$ cat src/sadc_regs.vh
// Functional notes
// - ten-bit result by successive approximation, one selected channel per conversion
// - approximation register loads 200H at start, then updates each bit step
// - control bits 7..4 choose the analog channel, changeable between conversions
// - writing one to control bit 0 starts a conversion when idle; ignored while a conversion runs
// - hardware sets completion flag, control bit 3, when conversion finishes
// - upper eight result bits to high register, lower two to low register
// - after storing result the converter idles until software starts again
// - each new result overwrites result registers unconditionally
// - control bits 2..1 select conversion clock rate
// - ten set-up clocks plus four per bit, fifty conversion clocks total
// - speed code 10 gives conversion clock of four system clocks
`ifndef SADC_REGS_VH
`define SADC_REGS_VH
`define SADC_ADDR_CTRL     8'hD2
`define SADC_ADDR_RES_HI   8'hD3
`define SADC_ADDR_RES_LO   8'hD4
`define SADC_ADDR_IRQ_STAT 8'hD5
`define SADC_ADDR_IRQ_MASK 8'hD6
`define SADC_BIT_START     0
`define SADC_BIT_EOC       3
`define SADC_SPD_LSB       1
`define SADC_CH_LSB        4
`define SADC_SAR_INIT      10'h200
`define SADC_SETUP_CLKS    6'h0A
`define SADC_CLKS_PER_BIT  6'h04
`define SADC_TOTAL_CLKS    6'h32
`define SADC_DIV_SPD0      9'h0FF
`define SADC_DIV_SPD1      9'h01F
`define SADC_DIV_SPD2      9'h003
`define SADC_DIV_SPD3      9'h00F
`endif

$ cat src/sadc_result_mem.v
`timescale 1ns/1ps
// two-entry result store with registered read port
module sadc_result_mem (
  clk,
  ce,
  we,
  wdata_hi,
  wdata_lo,
  rsel,
  rdata
);
  input  wire       clk;
  input  wire       ce;
  input  wire       we;
  input  wire [7:0] wdata_hi;
  input  wire [7:0] wdata_lo;
  input  wire       rsel;
  output reg  [7:0] rdata;

  reg [7:0] mem_r [0:1];

  always @(posedge clk) begin
    if (ce) begin
      if (we) begin
        mem_r[0] <= wdata_hi;
        mem_r[1] <= wdata_lo;
      end
      rdata <= mem_r[rsel];
    end
  end
endmodule

$ cat src/sadc_top.v
// The implementer's own choice: the Wishbone interface to the registers.
`timescale 1ns/1ps
`include "sadc_regs.vh"
module sadc_top (
  clk,
  sys_rst,
  ce,
  wb_cyc_i,
  wb_stb_i,
  wb_we_i,
  wb_adr_i,
  wb_sel_i,
  wb_dat_i,
  wb_dat_o,
  wb_ack_o,
  cmp_in,
  chan_sel,
  sar_dac,
  sample_en,
  irq
);
  input  wire        clk;
  input  wire        sys_rst;
  input  wire        ce;
  input  wire        wb_cyc_i;
  input  wire        wb_stb_i;
  input  wire        wb_we_i;
  input  wire [7:0]  wb_adr_i;
  input  wire        wb_sel_i;
  input  wire [7:0]  wb_dat_i;
  output reg  [7:0]  wb_dat_o;
  output reg         wb_ack_o;
  input  wire        cmp_in;
  output reg  [3:0]  chan_sel;
  output reg  [9:0]  sar_dac;
  output reg         sample_en;
  output reg         irq;

  localparam ST_IDLE  = 3'b001;
  localparam ST_SETUP = 3'b010;
  localparam ST_CONV  = 3'b100;

  // ==================================================
  // registers
  reg  [2:0] state_r;
  reg  [3:0] chan_r;
  reg  [1:0] spd_r;
  reg  [1:0] spd_act_r;
  reg        eoc_r;
  reg  [9:0] sar_r;
  reg  [3:0] bit_idx_r;
  reg  [5:0] clk_cnt_r;
  reg  [8:0] div_r;
  reg  [8:0] div_max;
  reg        irq_stat_r;
  reg        irq_mask_r;
  reg        ack_pend_r;
  reg        rd_mem_r;
  reg  [7:0] rd_reg_r;
  wire [7:0] mem_rdata;
  wire       bus_req;
  wire       wr_ctrl;
  wire       start;
  wire       tick;
  wire       done;

  assign bus_req = wb_cyc_i & wb_stb_i & ~wb_ack_o & ~ack_pend_r;
  assign wr_ctrl = bus_req & wb_we_i & wb_sel_i & (wb_adr_i == `SADC_ADDR_CTRL);
  assign start   = wr_ctrl & wb_dat_i[`SADC_BIT_START];
  assign tick    = (div_r == div_max);
  assign done    = (state_r == ST_CONV) & tick &
                   (clk_cnt_r == (`SADC_TOTAL_CLKS - 6'h01));

  // ==================================================
  // conversion clock divider
  // speed selects divide ratio
  always @* begin
    case (spd_act_r)
      2'b00:   div_max = `SADC_DIV_SPD0;
      2'b01:   div_max = `SADC_DIV_SPD1;
      2'b10:   div_max = `SADC_DIV_SPD2;
      default: div_max = `SADC_DIV_SPD3;
    endcase
  end

  // ==================================================
  // conversion sequencer
  always @(posedge clk) begin
    if (sys_rst) begin
      state_r   <= ST_IDLE;
      spd_act_r <= 2'b00;
      sar_r     <= 10'h000;
      bit_idx_r <= 4'h9;
      clk_cnt_r <= 6'h00;
      div_r     <= 9'h000;
      chan_sel  <= 4'h0;
      sar_dac   <= 10'h000;
      sample_en <= 1'b0;
    end else if (ce) begin
      case (state_r)
        ST_IDLE: begin
          div_r     <= 9'h000;
          clk_cnt_r <= 6'h00;
          sample_en <= 1'b0;
          if (start) begin
            chan_sel  <= wb_dat_i[7:4];
            spd_act_r <= wb_dat_i[2:1];
            sar_r     <= `SADC_SAR_INIT;
            sar_dac   <= `SADC_SAR_INIT;
            bit_idx_r <= 4'h9;
            sample_en <= 1'b1;
            state_r   <= ST_SETUP;
          end
        end
        ST_SETUP: begin
          div_r <= tick ? 9'h000 : div_r + 9'h001;
          if (tick) begin
            clk_cnt_r <= clk_cnt_r + 6'h01;
            if (clk_cnt_r == (`SADC_SETUP_CLKS - 6'h01)) begin
              state_r <= ST_CONV;
            end
          end
        end
        ST_CONV: begin
          div_r <= tick ? 9'h000 : div_r + 9'h001;
          if (tick) begin
            clk_cnt_r <= clk_cnt_r + 6'h01;
            // decide one bit each fourth clock
            if (clk_cnt_r[1:0] == 2'b01) begin
              if (!cmp_in) begin
                sar_r[bit_idx_r] <= 1'b0;
              end
              if (bit_idx_r != 4'h0) begin
                sar_r[bit_idx_r - 4'h1] <= 1'b1;
                sar_dac <= (cmp_in ? sar_r : (sar_r & ~(10'h001 << bit_idx_r)))
                           | (10'h001 << (bit_idx_r - 4'h1));
                bit_idx_r <= bit_idx_r - 4'h1;
              end
            end
            if (done) begin
              state_r   <= ST_IDLE;
              sample_en <= 1'b0;
            end
          end
        end
        default: state_r <= ST_IDLE;
      endcase
    end
  end

  // ==================================================
  // control register and flags
  always @(posedge clk) begin
    if (sys_rst) begin
      chan_r     <= 4'h0;
      spd_r      <= 2'b00;
      eoc_r      <= 1'b0;
      irq_stat_r <= 1'b0;
      irq_mask_r <= 1'b0;
      irq        <= 1'b0;
    end else if (ce) begin
      if (wr_ctrl) begin
        chan_r <= wb_dat_i[7:4];
        spd_r  <= wb_dat_i[2:1];
      end
      // set on done wins over clear on start
      if (done) begin
        eoc_r <= 1'b1;
      end else if (start && state_r == ST_IDLE) begin
        eoc_r <= 1'b0;
      end
      if (done) begin
        irq_stat_r <= 1'b1;
      end else if (bus_req && wb_we_i && wb_sel_i &&
                   wb_adr_i == `SADC_ADDR_IRQ_STAT && wb_dat_i[0]) begin
        irq_stat_r <= 1'b0;
      end
      if (bus_req && wb_we_i && wb_sel_i && wb_adr_i == `SADC_ADDR_IRQ_MASK) begin
        irq_mask_r <= wb_dat_i[0];
      end
      irq <= irq_stat_r & irq_mask_r;
    end
  end

  // ==================================================
  // result store
  // overwrite results on completion
  sadc_result_mem u_mem (
    .clk      (clk),
    .ce       (ce),
    .we       (done),
    // the last bit decision is still on cmp_in when done fires
    .wdata_hi (sar_r[9:2]),
    .wdata_lo ({6'h00, sar_r[1], cmp_in}),
    .rsel     (wb_adr_i == `SADC_ADDR_RES_LO),
    .rdata    (mem_rdata)
  );

  // ==================================================
  // wishbone slave, ack two cycles after request
  always @(posedge clk) begin
    if (sys_rst) begin
      ack_pend_r <= 1'b0;
      wb_ack_o   <= 1'b0;
      wb_dat_o   <= 8'h00;
      rd_mem_r   <= 1'b0;
      rd_reg_r   <= 8'h00;
    end else if (ce) begin
      wb_ack_o   <= ack_pend_r;
      ack_pend_r <= bus_req;
      if (bus_req) begin
        rd_mem_r <= (wb_adr_i == `SADC_ADDR_RES_HI) | (wb_adr_i == `SADC_ADDR_RES_LO);
        case (wb_adr_i)
          `SADC_ADDR_CTRL:     rd_reg_r <= {chan_r, eoc_r, spd_r, state_r != ST_IDLE};
          `SADC_ADDR_IRQ_STAT: rd_reg_r <= {7'h00, irq_stat_r};
          `SADC_ADDR_IRQ_MASK: rd_reg_r <= {7'h00, irq_mask_r};
          default:             rd_reg_r <= 8'h00;
        endcase
      end
      if (ack_pend_r) begin
        wb_dat_o <= rd_mem_r ? mem_rdata : rd_reg_r;
      end
    end
  end
endmodule

$ cat config.mk
export PLATFORM = sky130hd
export DESIGN_NAME = sadc_top
export DESIGN_NICKNAME = d
export VERILOG_FILES = /design/src/sadc_result_mem.v /design/src/sadc_top.v
export VERILOG_INCLUDE_DIRS = /design/src
export SDC_FILE = /design/constraint.sdc
export NUM_CORES = 1
export LEC_CHECK = 0
export ABC_AREA = 1
export ABC_CLOCK_PERIOD_IN_PS = 4700
export BUFFER_PORTS_ARGS = -buffer_cell sky130_fd_sc_hd__buf_2
export CAP_MARGIN = 20
export CORE_ASPECT_RATIO = 0.75
export CORE_UTILIZATION = 55
export DETAILED_ROUTE_END_ITERATION = 6
export GPL_ROUTABILITY_DRIVEN = 0
export MAX_ROUTING_LAYER = met4
export PLACE_DENSITY_LB_ADDON = 0.1
export SLEW_MARGIN = 20
export SYNTH_ARGS = -nofsm -noshare
export SYNTH_HDL_FRONTEND = slang
export SYNTH_SLANG_ARGS = --single-unit
export TNS_END_PERCENT = 100
$ cat constraint.sdc
create_clock -name clk -period 4.7 [get_ports clk]
set_input_delay 0.705 -clock clk [delete_from_list [all_inputs] [get_ports clk]]
set_output_delay 0.705 -clock clk [all_outputs]
set_load 0.02 [all_outputs]
### Word level (Yosys, flattened, before mapping)

Memories as Yosys holds them, arrays and structs flattened. A register that Yosys moved wholly into a read port is not among the register bits.
Index checks and enable logic that the tools add are counted.

| cells by class | value |
|---|---|
| add/subtract/negate cells | 3 |
| order comparisons | 4 |
| eq/ne operators | 23 |
| shifts and indexed selects | 2 |
| multiplexer cells | 49 |
| bitwise logic cells | 19 |
| reductions and logical operators | 28 |

Operators with widths:

| operator | count |
|---|---|
| $mux 10 | 14 |
| $pmux 8 s3 | 2 |
| $eq 8x8->1 const B | 5 |
| $pmux 10 s2 | 2 |
| $and 10x10->10 | 2 |
| $not 10->10 | 2 |
| $or 10x10->10 | 2 |
| $shl 1x4->10 const A | 2 |
| $pmux 9 s2 | 1 |
| $mux 4 | 4 |
| $mux 3 | 5 |
| $reduce_and 2->1 | 7 |
| $mux 1 | 12 |
| $pmux 6 s2 | 1 |
| $reduce_and 6->1 | 2 |
| $and 1x1->1 | 10 |
| $lt 4x5->1 const B | 2 |
| $ne 2x2->1 const B | 5 |
| $add 9x1->9 const B | 1 |
| $eq 9x9->1 | 1 |
| $mux 9 | 1 |
| $pmux 3 s3 | 1 |
| $demux 1 s4 | 2 |
| $ge 4x1->1 const B | 2 |
| other kinds (25) | 40 |

| word-level totals | value |
|---|---|
| register bits after elaboration | 78 |
| memory bits (writable) | 16 |
| input bits | 24 |
| output and inout bits | 25 |
| memories kept | 1 |

Memory list:

| memory | words | width | rd ports | clocked after memory_dff | write ports | RTL line | text |
|---|---|---|---|---|---|---|---|
| u_mem.mem_r | 2 | 8 | 1 | 1 | 2 | sadc_result_mem.v:20 | `reg [7:0] mem_r [0:1];` |

### Depth between registers and ports, before layout

Gate-level depths: netlist of run 1.

| depth | value |
|---|---|
| depth after elaboration | 17 |
| mapped depth | 13 |
| depth with buffers taken out | 13 |

### By module

From an unflattened synthesis of run 1, not the netlist that was laid out.

| second synthesis, totals | value |
|---|---|
| cells, all modules | 663 |
| area total of the unflattened synthesis | 4943.5 um^2 |

Modules (own cells, without submodules):

| module | instances | cells each | area an instance (um^2) | sequential area each (um^2) |
|---|---|---|---|---|
| sadc_top | 1 | 611 | 4110.2 | 1561.5 |
| sadc_result_mem | 1 | 52 | 833.3 | 720.7 |

### Least setup slack after synthesis of run 1

OpenSTA, ideal clock, no wires.

| timing path | value |
|---|---|
| path type | in2reg |
| start point | input wb_adr_i[4] |
| end point | register bit_idx_r[0] |
| setup time | 0.117 ns |
| arrival | 1.745 ns |
| required time | 4.583 ns |
| setup slack | 2.838 ns |
| stages | 12 |
| buffers on the path | 1 |
| path through | inv_1 nor2_2 nand2_2 nor2_4 nand2_2 nand2_2 nand2_2 nor2_2 nand2_4 buf_6 a21oi_1 nand2_1 |

| on the way | value |
|---|---|
| longest elaborated chain between the ends | 5 |

RTL lines:

| element | RTL line | text |
|---|---|---|
| start: declaration | sadc_top.v:28 | `input wire [7:0] wb_adr_i;` |
| $eq 8x8->1 | -- |  |
| $and 1x1->1 | sadc_top.v:68 | `` assign wr_ctrl = bus_req & wb_we_i & wb_sel_i & (wb_adr_i == `SADC_ADDR_CTRL); `` |
| $and 1x1->1 | sadc_top.v:69 | `` assign start = wr_ctrl & wb_dat_i[`SADC_BIT_START]; `` |
| $ne 2x2->1 (no line) | -- |  |
| $reduce_and 6->1 (no line) | -- |  |
| end signal: assignment | sadc_top.v:137 | `bit_idx_r <= bit_idx_r - 4'h1;` |
| end: declaration | sadc_top.v:51 | `reg [3:0] bit_idx_r;` |

Every way passes these cells.
A chain may end at the register's enable or synchronous reset.

==> impl_metrics.tcl, run 1 <==
set metrics [dict create \
    synth_flop_cell "dfxtp_1" \
    dieHeight_um 82.2 \
    period_needed_ns 2.12 \
    vias 4140 \
    crit_top_cell "inv_1" \
    criticalPathCategory "flip-flop to flip-flop" \
    start_kind "flip-flop" \
    dieArea_um2 8960 \
    end_kind "flip-flop" \
    grt_overflow 0 \
    power_mw 2.52 \
    synth-seq-area-share_pct 44.5 \
    drt_iter0_markers 207 \
    report.final.setup_viol 0 \
    hold_violations 0 \
    first_global_vias 3761 \
    syn-num-nets 674 \
    final_layout_size_suffix_gt1_share_pct 15.1 \
    rows 28 \
    tns_ns 0 \
    synth_cell_types 42 \
    clockBufferDepth 2 \
    p_leak_nw 2.38 \
    numCtsBuffers 9 \
    fin_util_pct 65.9 \
    cts_root_buf "clkbuf_16" \
    core_area_um2 8090 \
    start_util_pct 58.3 \
    area_growth_pct 13.1 \
    ir_drop_uv 294 \
    fmax_mhz 471 \
    cts_sinks 96 \
    clk_pin_slew_ns 0.07 \
    h-tree-depth 3 \
    ys_seq_elements 96 \
    powerDensity_nw_per_um2 473 \
    antenna_cells 0 \
    antenna_found_initial 0 \
    postCtsHoldBufs 0 \
    finalClockSkew_ns 0.00863 \
    track_usage_pct 25.3 \
    wirelength_mm 10.3 \
    worstPathMaxFanout 10 \
    cap_violations 0 \
    clkLatencyLatePin_ns 0.35 \
    drc 0 \
    synthesis.area_um2 4720 \
    cts_tree "done" \
    cts_resized 0 \
    fin_crit_sh_pct 45.1 \
    routed_via_density 5.22 \
    multi_input_area_um2 2190 \
    worstMarginPinSlew_ns 0.685 \
    synthCells 641 \
    async_reset_ff_share_pct 0 \
    design.portCount 49 \
    numPortBuffers 47 \
    yosysWarnings 0 \
    path_cells "inv_1 -> ha_1 -> inv_1 -> nor3_1 -> nand3_1 -> nand3b_1 -> or2_1 -> inv_1" \
    antenna_left 0 \
    slew_viol_final 0 \
    arrival_ns 2.13 \
    dp_hpwl_mm 7.43 \
    setup_ws_ns 2.58 \
    worstPathRequired_ns 4.71 \
    slew_headroom_pct 54.1 \
    die_w_um 109 \
    first_pass_iters 4 \
    grt_max_degree 35 \
    wl_per_cell_um 13.0 \
    cpPeakStageDelay_ns 0.33 \
    critPathSlowestCell "dfxtp_1" \
    nFillCells 705 \
    regArea_um2 2100 \
    preCtsSetupSlack_ns 2.28 \
    synth-edff-count 18 \
    grt_pass1_wl_mm 16.9 \
    status "complete, no violations" \
    nNetsFinal 716 \
    synth_area_per_cell_um2 7.36 \
    rsz0062_at_grt "no" \
    hold_class "flip-flop to flip-flop" \
    postCtsSetupRepairBufs 0 \
]
-- logic make-up (layout without fill, tap and decap cells) --
kind of cell / after synthesis / count (layout) / synth area share [%]
DFF: 96 / 96 / 44.5
and+or+nand+nor: 309 / 309 / 30.0
buffers and inverters: 108 / 155 / 9.07
AOI/OAI and AO/OA: 116 / 116 / 13.4
xor gates and xnor gates: 3 / 3 / 0.557
adders and majority gates: 9 / 9 / 2.39
-- critical path, delay by kind of cell, from the launching register on --
kind	cells	cell delay, ns
flip-flops	1	0.33
AND/OR/NAND/NOR	4	0.79
adder cells (fa/ha/maj)	1	0.21
buffers and inverters	3	0.47
-- sequential cells by signal, indices dropped and copies added, names as in the netlist, 2 cells and up --
signal and count:
sar_dac 10, sar_r 10, u_mem.mem_r 10, div_r 9, rd_reg_r 8, u_mem.rdata 8
wb_dat_o 8, clk_cnt_r 6, bit_idx_r 4, chan_r 4, chan_sel 4, state_r 3
spd_act_r 2, spd_r 2
-- Yosys cell counts (5+ instances only) --
cell      count  share of area (%)
edfxtp_1     18                 11
ha_1          9                2.4
inv_1        78                6.2
dfxtp_1      78                 33
a21oi_1      48                5.1
inv_2         9               0.72
nand4_1       8                1.1
nand2_2       9                1.2
clkbuf_1     10               0.80
o211ai_1      8                1.3
nor3_1        8               0.85
buf_2         5               0.53
o21ai_0      32                3.4
nand2_1     145                 12
nand3_1      39                4.1
o21ai_1      17                1.8
nor2_1       77                6.1
-- power by group --
| group | leakage [nW] | switching, mW | internal [mW] | total, mW |
|---|---|---|---|---|
| registers | 0.802 | 0.0750 | 0.935 | 1.01 |
| logic | 1.44 | 0.524 | 0.235 | 0.758 |
| clock network | 0.146 | 0.333 | 0.421 | 0.754 |
-- stage by stage --
| stage | instance area (um2) | hold slack (ns) | instances |
|---|---|---|---|
| after floorplan | 4720 | 0.424 | 641 |
| after global placement | 5000 | 0.454 | 776 |
| after detailed placement | 5000 | 0.455 | 776 |
| after CTS | 5310 | 0.466 | 792 |
| after global routing | 5340 | 0.487 | 793 |
| final | 5340 | 0.463 | 793 |
-- path summary, 6_finish.rpt --
path / startpoint / cells past startpoint / slack, ns / end
setup / recovery: clk_cnt_r[1]$_SDFFE_PP0P_ / 8 / 2.58 / u_mem.mem_r[0][0]$_DFFE_PP_
hold reg to reg: spd_r[1]$_SDFFE_PP0P_ / 2 / 0.46 / rd_reg_r[2]$_SDFFE_PP0P_
setup reg to reg: clk_cnt_r[1]$_SDFFE_PP0P_ / 8 / 2.58 / u_mem.mem_r[0][0]$_DFFE_PP_
hold / removal: spd_r[1]$_SDFFE_PP0P_ / 2 / 0.46 / rd_reg_r[2]$_SDFFE_PP0P_
-- area by class of cell --
cell class,instances,area share (%)
Multi-Input combinational cell,437,41.0
Sequential cell,96,39.4
Inverter,90,6.35
Timing Repair Buffer,49,5.06
Clock buffer,10,4.29
Tap cell,105,2.46
Clock inverter,6,1.41
-- layer usage --
layer	up-vias	share of wire, %	global-route usage, %
met5	-	0	-
met4	0	1.3	7.84
met3	15	4.9	5.89
met2	89	45	41.1
met1	1882	49	31.4
li1	2154	-	-
-- cells in the final DEF (no fill, tap or decap), types with 17 or more instances in the layout --
cell	synthesis	layout
nor2_1	77	77
dfxtp_1	78	78
inv_1	78	78
nand3_1	39	39
nand2_1	145	145
a21oi_1	48	48
edfxtp_1	18	18
buf_2	5	47
o21ai_0	32	32
o21ai_1	17	17
(Power assumes the default switching activity.)
==> run 2: changes to the inputs <==
Settings changed: ABC_AREA 1 to 0, ABC_CLOCK_PERIOD_IN_PS 4700 to 2000.
Clock period 4.7 ns to 2 ns, I/O delays scaled along.
==> run 2 against run 1 <==
- combinational power fell by 57%
- global-route usage rose by 0.65 points
- via count fell by 9.1%
==> impl_metrics.tcl, run 2 <==
set metrics [dict create \
    nFillCells 674 \
    hold_depth 3 \
    design.portCount 49 \
    p_sw_mw 0.917 \
    tns_ns 0 \
    syn-num-nets 521 \
    rsz0062_at_grt "yes" \
    worstMarginPinSlew_ns 0.509 \
    grt_use_met3_pct 5.14 \
    criticalPathCategory "flip-flop to flip-flop" \
    clk_pin_slew_ns 0.09 \
    worstHoldStart "wb_dat_i[0]" \
    top_regs "sar_dac: 10 flops, sar_r: 10 flops, u_mem.mem_r: 10 flops" \
    end_kind "flip-flop" \
    powerDensity_nw_per_um2 666 \
    start_kind "flip-flop" \
    met1_usage_pct 34.1 \
    hold_violations 0 \
    worstPathRequired_ns 2.25 \
    clkLatencyLatePin_ns 0.37 \
    h-tree-depth 3 \
    synthesis.area_um2 4570 \
    wirelength_mm 10.5 \
    core_area_um2 7990 \
    die_w_um 107 \
    yosysTopAreaCell "dfxtp_1" \
    wl_per_cell_um 15.7 \
    synth-seq-area-share_pct 46.0 \
    dieHeight_um 81.0 \
    synthCells 488 \
    dieArea_um2 8690 \
    status "complete, no violations" \
    synth_most_common_cell "dfxtp_1" \
    multi_input_area_um2 2360 \
    r2r_start "div_r[3]$_SDFFE_PP0P_" \
    cts_root_buf "clkbuf_8" \
    layout_common_cells "nor2_1, dfxtp_1, buf_2" \
    grt-busiest-layer "met2" \
    place_area_um2 5120 \
    report.final.setup_viol 0 \
    arrival_ns 2.24 \
    cts_sinks 96 \
    numPortBuffers 47 \
    cts_tree "done" \
    cpPeakStageDelay_ns 0.54 \
    antenna_found_initial 0 \
    ff2ff_setup_slack_ns 0.008 \
    switching_share_pct 25.3 \
    slew_headroom_pct 66.0 \
    worstPathMaxFanout 11 \
    grt_overflow 0 \
    fin_crit_sh_pct 99.6 \
    antenna_left 0 \
    numCtsBuffers 9 \
    drt_iter0_markers 216 \
    area_growth_pct 19.0 \
    final_layout_size_suffix_gt1_share_pct 25.2 \
    use_met2_pct 41.2 \
    power_frac_comb_pct 8.9 \
    cap_violations 0 \
    synth_area_per_cell_um2 9.37 \
    synth_top_area_share_pct 34.1 \
    dp_hpwl_mm 7.28 \
    rows 28 \
    start_util_pct 57.3 \
    regArea_um2 2110 \
    fmax_mhz 502 \
    routed_via_density 5.62 \
    postCtsHoldBufs 0 \
    timing.hold.ws_ns 0.187 \
    finalClockSkew_ns 0.0102 \
    cp-startpoint "div_r[3]$_SDFFE_PP0P_" \
    rr_worst_depth 8 \
    synth_flop_cell "dfxtp_1" \
    ys_seq_elements 96 \
    min_to "irq_mask_r$_SDFFE_PP0P_" \
    seqPwrFrac_pct 55.5 \
    nNetsFinal 592 \
    slew_viol_final 0 \
    p_int_mw 2.71 \
    synth-edff-count 18 \
    first_pass_iters 4 \
    critPathSlowestCell "or4b_4" \
    clockBufferDepth 2 \
    vias 3763 \
    antenna_cells 0 \
    final_cell_area_um2 5440 \
    track_usage_pct 25.9 \
    first_global_vias 3458 \
    path_cells "or4b_4 -> o21ai_4 -> o2111ai_4 -> buf_6 -> o22ai_4 -> buf_12 -> mux2i_2 -> nor2_1" \
    grt_pass1_wl_mm 16.9 \
    clockPowerShare_pct 35.6 \
    yosysWarnings 0 \
    r2r_end "sar_dac[9]$_SDFFE_PP0P_" \
    async_reset_ff_share_pct 0 \
    period_needed_ns 1.99 \
    p_leak_nw 2.00 \
    ir_drop_uv 416 \
    hold_class "input pin to flip-flop" \
    synth_cell_types 63 \
    grt_max_degree 37 \
    synth_area_leaders "dfxtp_1, edfxtp_1, mux2i_1, nor2_1, nand2_1" \
    synth_commonest_cells "dfxtp_1, nor2_1, nand2_1" \
    drc 0 \
]
==> run 2: cell types whose count changed after synthesis, moves of 15 or more <==
cell      change
a21oi_1      -25
inv_1        -68
mux2i_1      +28
nand2_1     -103
nand2b_1     +18
nand3_1      -32
o21ai_0      -15
o21ai_1      -17
==> run 2: logic make-up (layout without fill, tap and decap cells) <==
logic type | after synthesis | after routing | share of synthesized area, %
flip-flops | 96 | 96 | 46.0
AO/OA/AOI/OAI | 102 | 102 | 16.6
buffers and inverters | 39 | 115 | 3.97
AND/OR/NAND/NOR | 199 | 199 | 21.9
adder cells (fa/ha/maj) | 9 | 9 | 2.46
multiplexers | 30 | 30 | 6.62
XOR/XNOR | 13 | 13 | 2.49
==> run 2: cell type report <==
cell class | instances | share of cell area (%)
tap | 105 | 2.41
inverter | 10 | 0.781
clock inverter | 7 | 1.40
multi-input combinational | 353 | 43.4
sequential | 96 | 38.7
clock buffer | 9 | 2.28
timing repair buffer | 89 | 11.0
==> run 2: timing repair <==
action / in CTS / in global routing
resized for setup: 3 / 16
buffers inserted: 0 / 2
pin swaps: 1 / 5
cloned: 0 / 1
setup endpoints to repair: 5 / 40
hold endpoints to repair: 0 / 0
==> run 2: power groups by stage <==
| stage | Sequential [mW] | Clock (mW) | Combinational, mW |
|---|---|---|---|
| 5_1_grt | 2.02 | 1.40 | 0.352 |
| 4_1_cts | 2.01 | 1.33 | 0.320 |
| 2_1_floorplan | 2.05 | 0 | 0.199 |
| 3_5_place_dp | 2.06 | 0 | 0.318 |
| 3_3_place_gp | 2.05 | 0 | 0.308 |
| 6_report | 2.01 | 1.29 | 0.323 |
==> run 2: per-stage QoR <==
stage / setup slack, ns / cells / power, mW / utilization, %
floorplan: 0.00773 / 488 / 2.25 / -
global placement: -0.0315 / 650 / 2.36 / 64.1
detailed placement: -0.0722 / 650 / 2.37 / 64.1
CTS: 0.00107 / 666 / 3.66 / 66.9
global route: -0.0766 / 669 / 3.77 / 68.2
finish: 0.00833 / 669 / 3.63 / 68.2
==> run 2: worst max-delay path: cells and delay by family, from the launching register on <==
kind | cells | cell delay (ns)
mux | 1 | 0.20
simple gates | 2 | 0.59
buf+inv | 2 | 0.34
flops | 1 | 0.33
compound gates | 3 | 0.41
==> run 2: how the worst max path moves through the flow <==
stage | slack (ns) | to | cells past startpoint
final | 0.008 | sar_dac[9]$_SDFFE_PP0P_ | 8
after global routing | -0.08 | sar_dac[0]$_SDFFE_PP0P_ | 9
after CTS | 0.001 | state_r[1]$_SDFFE_PP0P_ | 7
after detailed placement | -0.07 | state_r[1]$_SDFFE_PP0P_ | 7
after global placement | -0.03 | sar_r[2]$_SDFFE_PP0P_ | 6
after floorplan | 0.008 | sar_dac[5]$_SDFFE_PP0P_ | 8
==> run 2: metal layers <==
layer | wire [um] | part of all wire (%)
met1 | 4990 | 48
met5 | 0 | 0
met3 | 591 | 5.6
met2 | 4800 | 46
met4 | 101 | 0.96
==> run 3: changes to the inputs <==
Settings changed: ABC_CLOCK_PERIOD_IN_PS 2000 to 1800, CORE_UTILIZATION 55 to 53.
Clock period 2 ns to 1.8 ns, I/O delays scaled along.
==> run 3 against run 2 <==
- the run now ends with negative setup slack left
- first-iteration DRC count shrank 13%
- final area increased by 7.6%
- sequential share of layout area is 2.7 points lower
- largest cell class unchanged
- power up 25%
- clock power increased by 43%
- worst hold slack got worse by 0.0045 ns
- via count up 2.0%
- setup slack lost 0.17 ns
- global-route usage fell by 0.85 points
- die area increased by 3.7%
- non-clock buffer count is 33 higher
- critical path type unchanged
- final cell count increased by 4.9%
==> impl_metrics.tcl, run 3 (synthesis results as in run 2) <==
set metrics [dict create \
    status "finished with violations" \
    violations "negative setup slack" \
    rr_worst_depth 8 \
    period_needed_ns 1.96 \
    first_global_vias 3446 \
    wirelength_mm 10.4 \
    clk_pin_slew_ns 0.07 \
    grt_overflow 0 \
    postCtsHoldBufs 0 \
    routed_via_density 5.47 \
    start_util_pct 56.3 \
    antenna_found_initial 0 \
    cts_tree "done" \
    numPortBuffers 47 \
    ir_drop_uv 662 \
    vias 3839 \
    p_leak_nw 2.21 \
    hold_class "input pin to flip-flop" \
    cap_violations 0 \
    clockBufferDepth 2 \
    slew_viol_final 0 \
    drc 0 \
    criticalPathCategory "flip-flop to flip-flop" \
    top_regs "sar_dac: 10 flops, sar_r: 10 flops, u_mem.mem_r: 10 flops" \
    wl_per_cell_um 14.8 \
    cts_root_buf "clkbuf_16" \
    core_area_um2 8130 \
    nNetsFinal 625 \
    worstMarginPinSlew_ns 0.569 \
    die_w_um 109 \
    first_pass_iters 4 \
    finalClockSkew_ns 0.00855 \
    worstHoldStart "wb_dat_i[5]" \
    timing.hold.ws_ns 0.182 \
    worstPathMaxFanout 15 \
    dieHeight_um 82.4 \
    grt_max_degree 37 \
    grt_pass1_wl_mm 16.7 \
    dpl.cell_count 684 \
    cp-startpoint "spd_act_r[0]$_SDFFE_PP0P_" \
    drt_iter0_markers 187 \
    r2r_start "spd_act_r[0]$_SDFFE_PP0P_" \
    h-tree-depth 3 \
    dieArea_um2 9010 \
    final_layout_size_suffix_gt1_share_pct 32.5 \
    antenna_cells 0 \
    start_kind "flip-flop" \
    clkLatencyLatePin_ns 0.34 \
    dp_hpwl_mm 7.40 \
    setup_ws_ns -0.160 \
    track_usage_pct 25.1 \
    rows 28 \
    antenna_left 0 \
    area_growth_pct 28.0 \
    layout_common_cells "dfxtp_1, nor2_1, buf_4" \
    arrival_ns 2.19 \
    cts_sinks 96 \
    slew_headroom_pct 61.9 \
    instances_no_fill 702 \
    end_kind "flip-flop" \
    fmax_mhz 510 \
    layout_commonest_cell "dfxtp_1" \
    fin_crit_sh_pct 109 \
    powerDensity_nw_per_um2 772 \
    numCtsBuffers 9 \
    worstPathRequired_ns 2.02 \
    hold_violations 0 \
    report.final.setup_viol 52 \
    design.portCount 49 \
    nFillCells 609 \
    hold_depth 3 \
    rsz0062_at_grt "yes" \
]
run 3: area by class of cell:
| type | count | area, um2 | area share, % |
|---|---|---|---|
| Clock buffer | 9 | 225 | 3.85 |
| Clock inverter | 7 | 58.8 | 1.00 |
| Inverter | 10 | 45.0 | 0.769 |
| Multi-Input combinational cell | 353 | 2430 | 41.5 |
| Sequential cell | 96 | 2110 | 36.0 |
| Tap cell | 105 | 131 | 2.24 |
| Timing Repair Buffer | 122 | 855 | 14.6 |
run 3: routing by layer:
| metal | part of all wire, % | wire length (um) | GRT usage, % |
|---|---|---|---|
| met2 | 45 | 4670 | 38.9 |
| met1 | 50 | 5180 | 33.1 |
| met3 | 4.6 | 475 | 7.30 |
| met5 | 0 | 0 | - |
| met4 | 0.52 | 54 | 4.13 |
run 3: what timing repair did:
action                                 in CTS  in global routing
gates resized for setup                    27                 13
setup endpoints to repair                  55                 58
buffers inserted                            2                  0
endpoints found under the hold margin       0                  0
pin swaps                                   4                 13
run 3: critical path, cell delays in order (launching register included):
cell and delay [ns]:
dfxtp_2 0.32, or4b_1 0.53, o21ai_2 0.09, o2111ai_4 0.16, buf_6 0.19, o22ai_4 0.13, buf_12 0.17, mux2i_1 0.19
nor2_1 0.05
run 3: power by group:
part           total [mW]  internal (mW)  switching (mW)  leakage [nW]
combinational       0.447          0.206           0.242          1.27
sequential           2.24           2.21          0.0267         0.801
clock                1.84          0.965           0.874         0.141
total                4.52           3.38            1.14          2.21
run 3: per-stage QoR:
stage / util [%] / total power [mW] / worst slack [ns] / instance area (um2) / TNS, ns
floorplan: - / 2.51 / -0.152 / 4620 / -1.84
global placement: 66.8 / 2.67 / -0.173 / 5430 / -7.38
detailed placement: 66.8 / 2.69 / -0.206 / 5430 / -7.68
CTS: 71.6 / 4.55 / -0.162 / 5820 / -4.70
global route: 72.0 / 4.71 / -0.264 / 5860 / -8.65
finish: 72.0 / 4.52 / -0.160 / 5860 / -4.77
run 3: final timing paths:
path | to | slack [ns]
max | sar_dac[9]$_SDFFE_PP0P_ | -0.16
min | chan_r[1]$_SDFFE_PP0P_ | 0.18
max reg2reg | sar_dac[9]$_SDFFE_PP0P_ | -0.16
min reg2reg | sar_dac[5]$_SDFFE_PP0P_ | 0.46
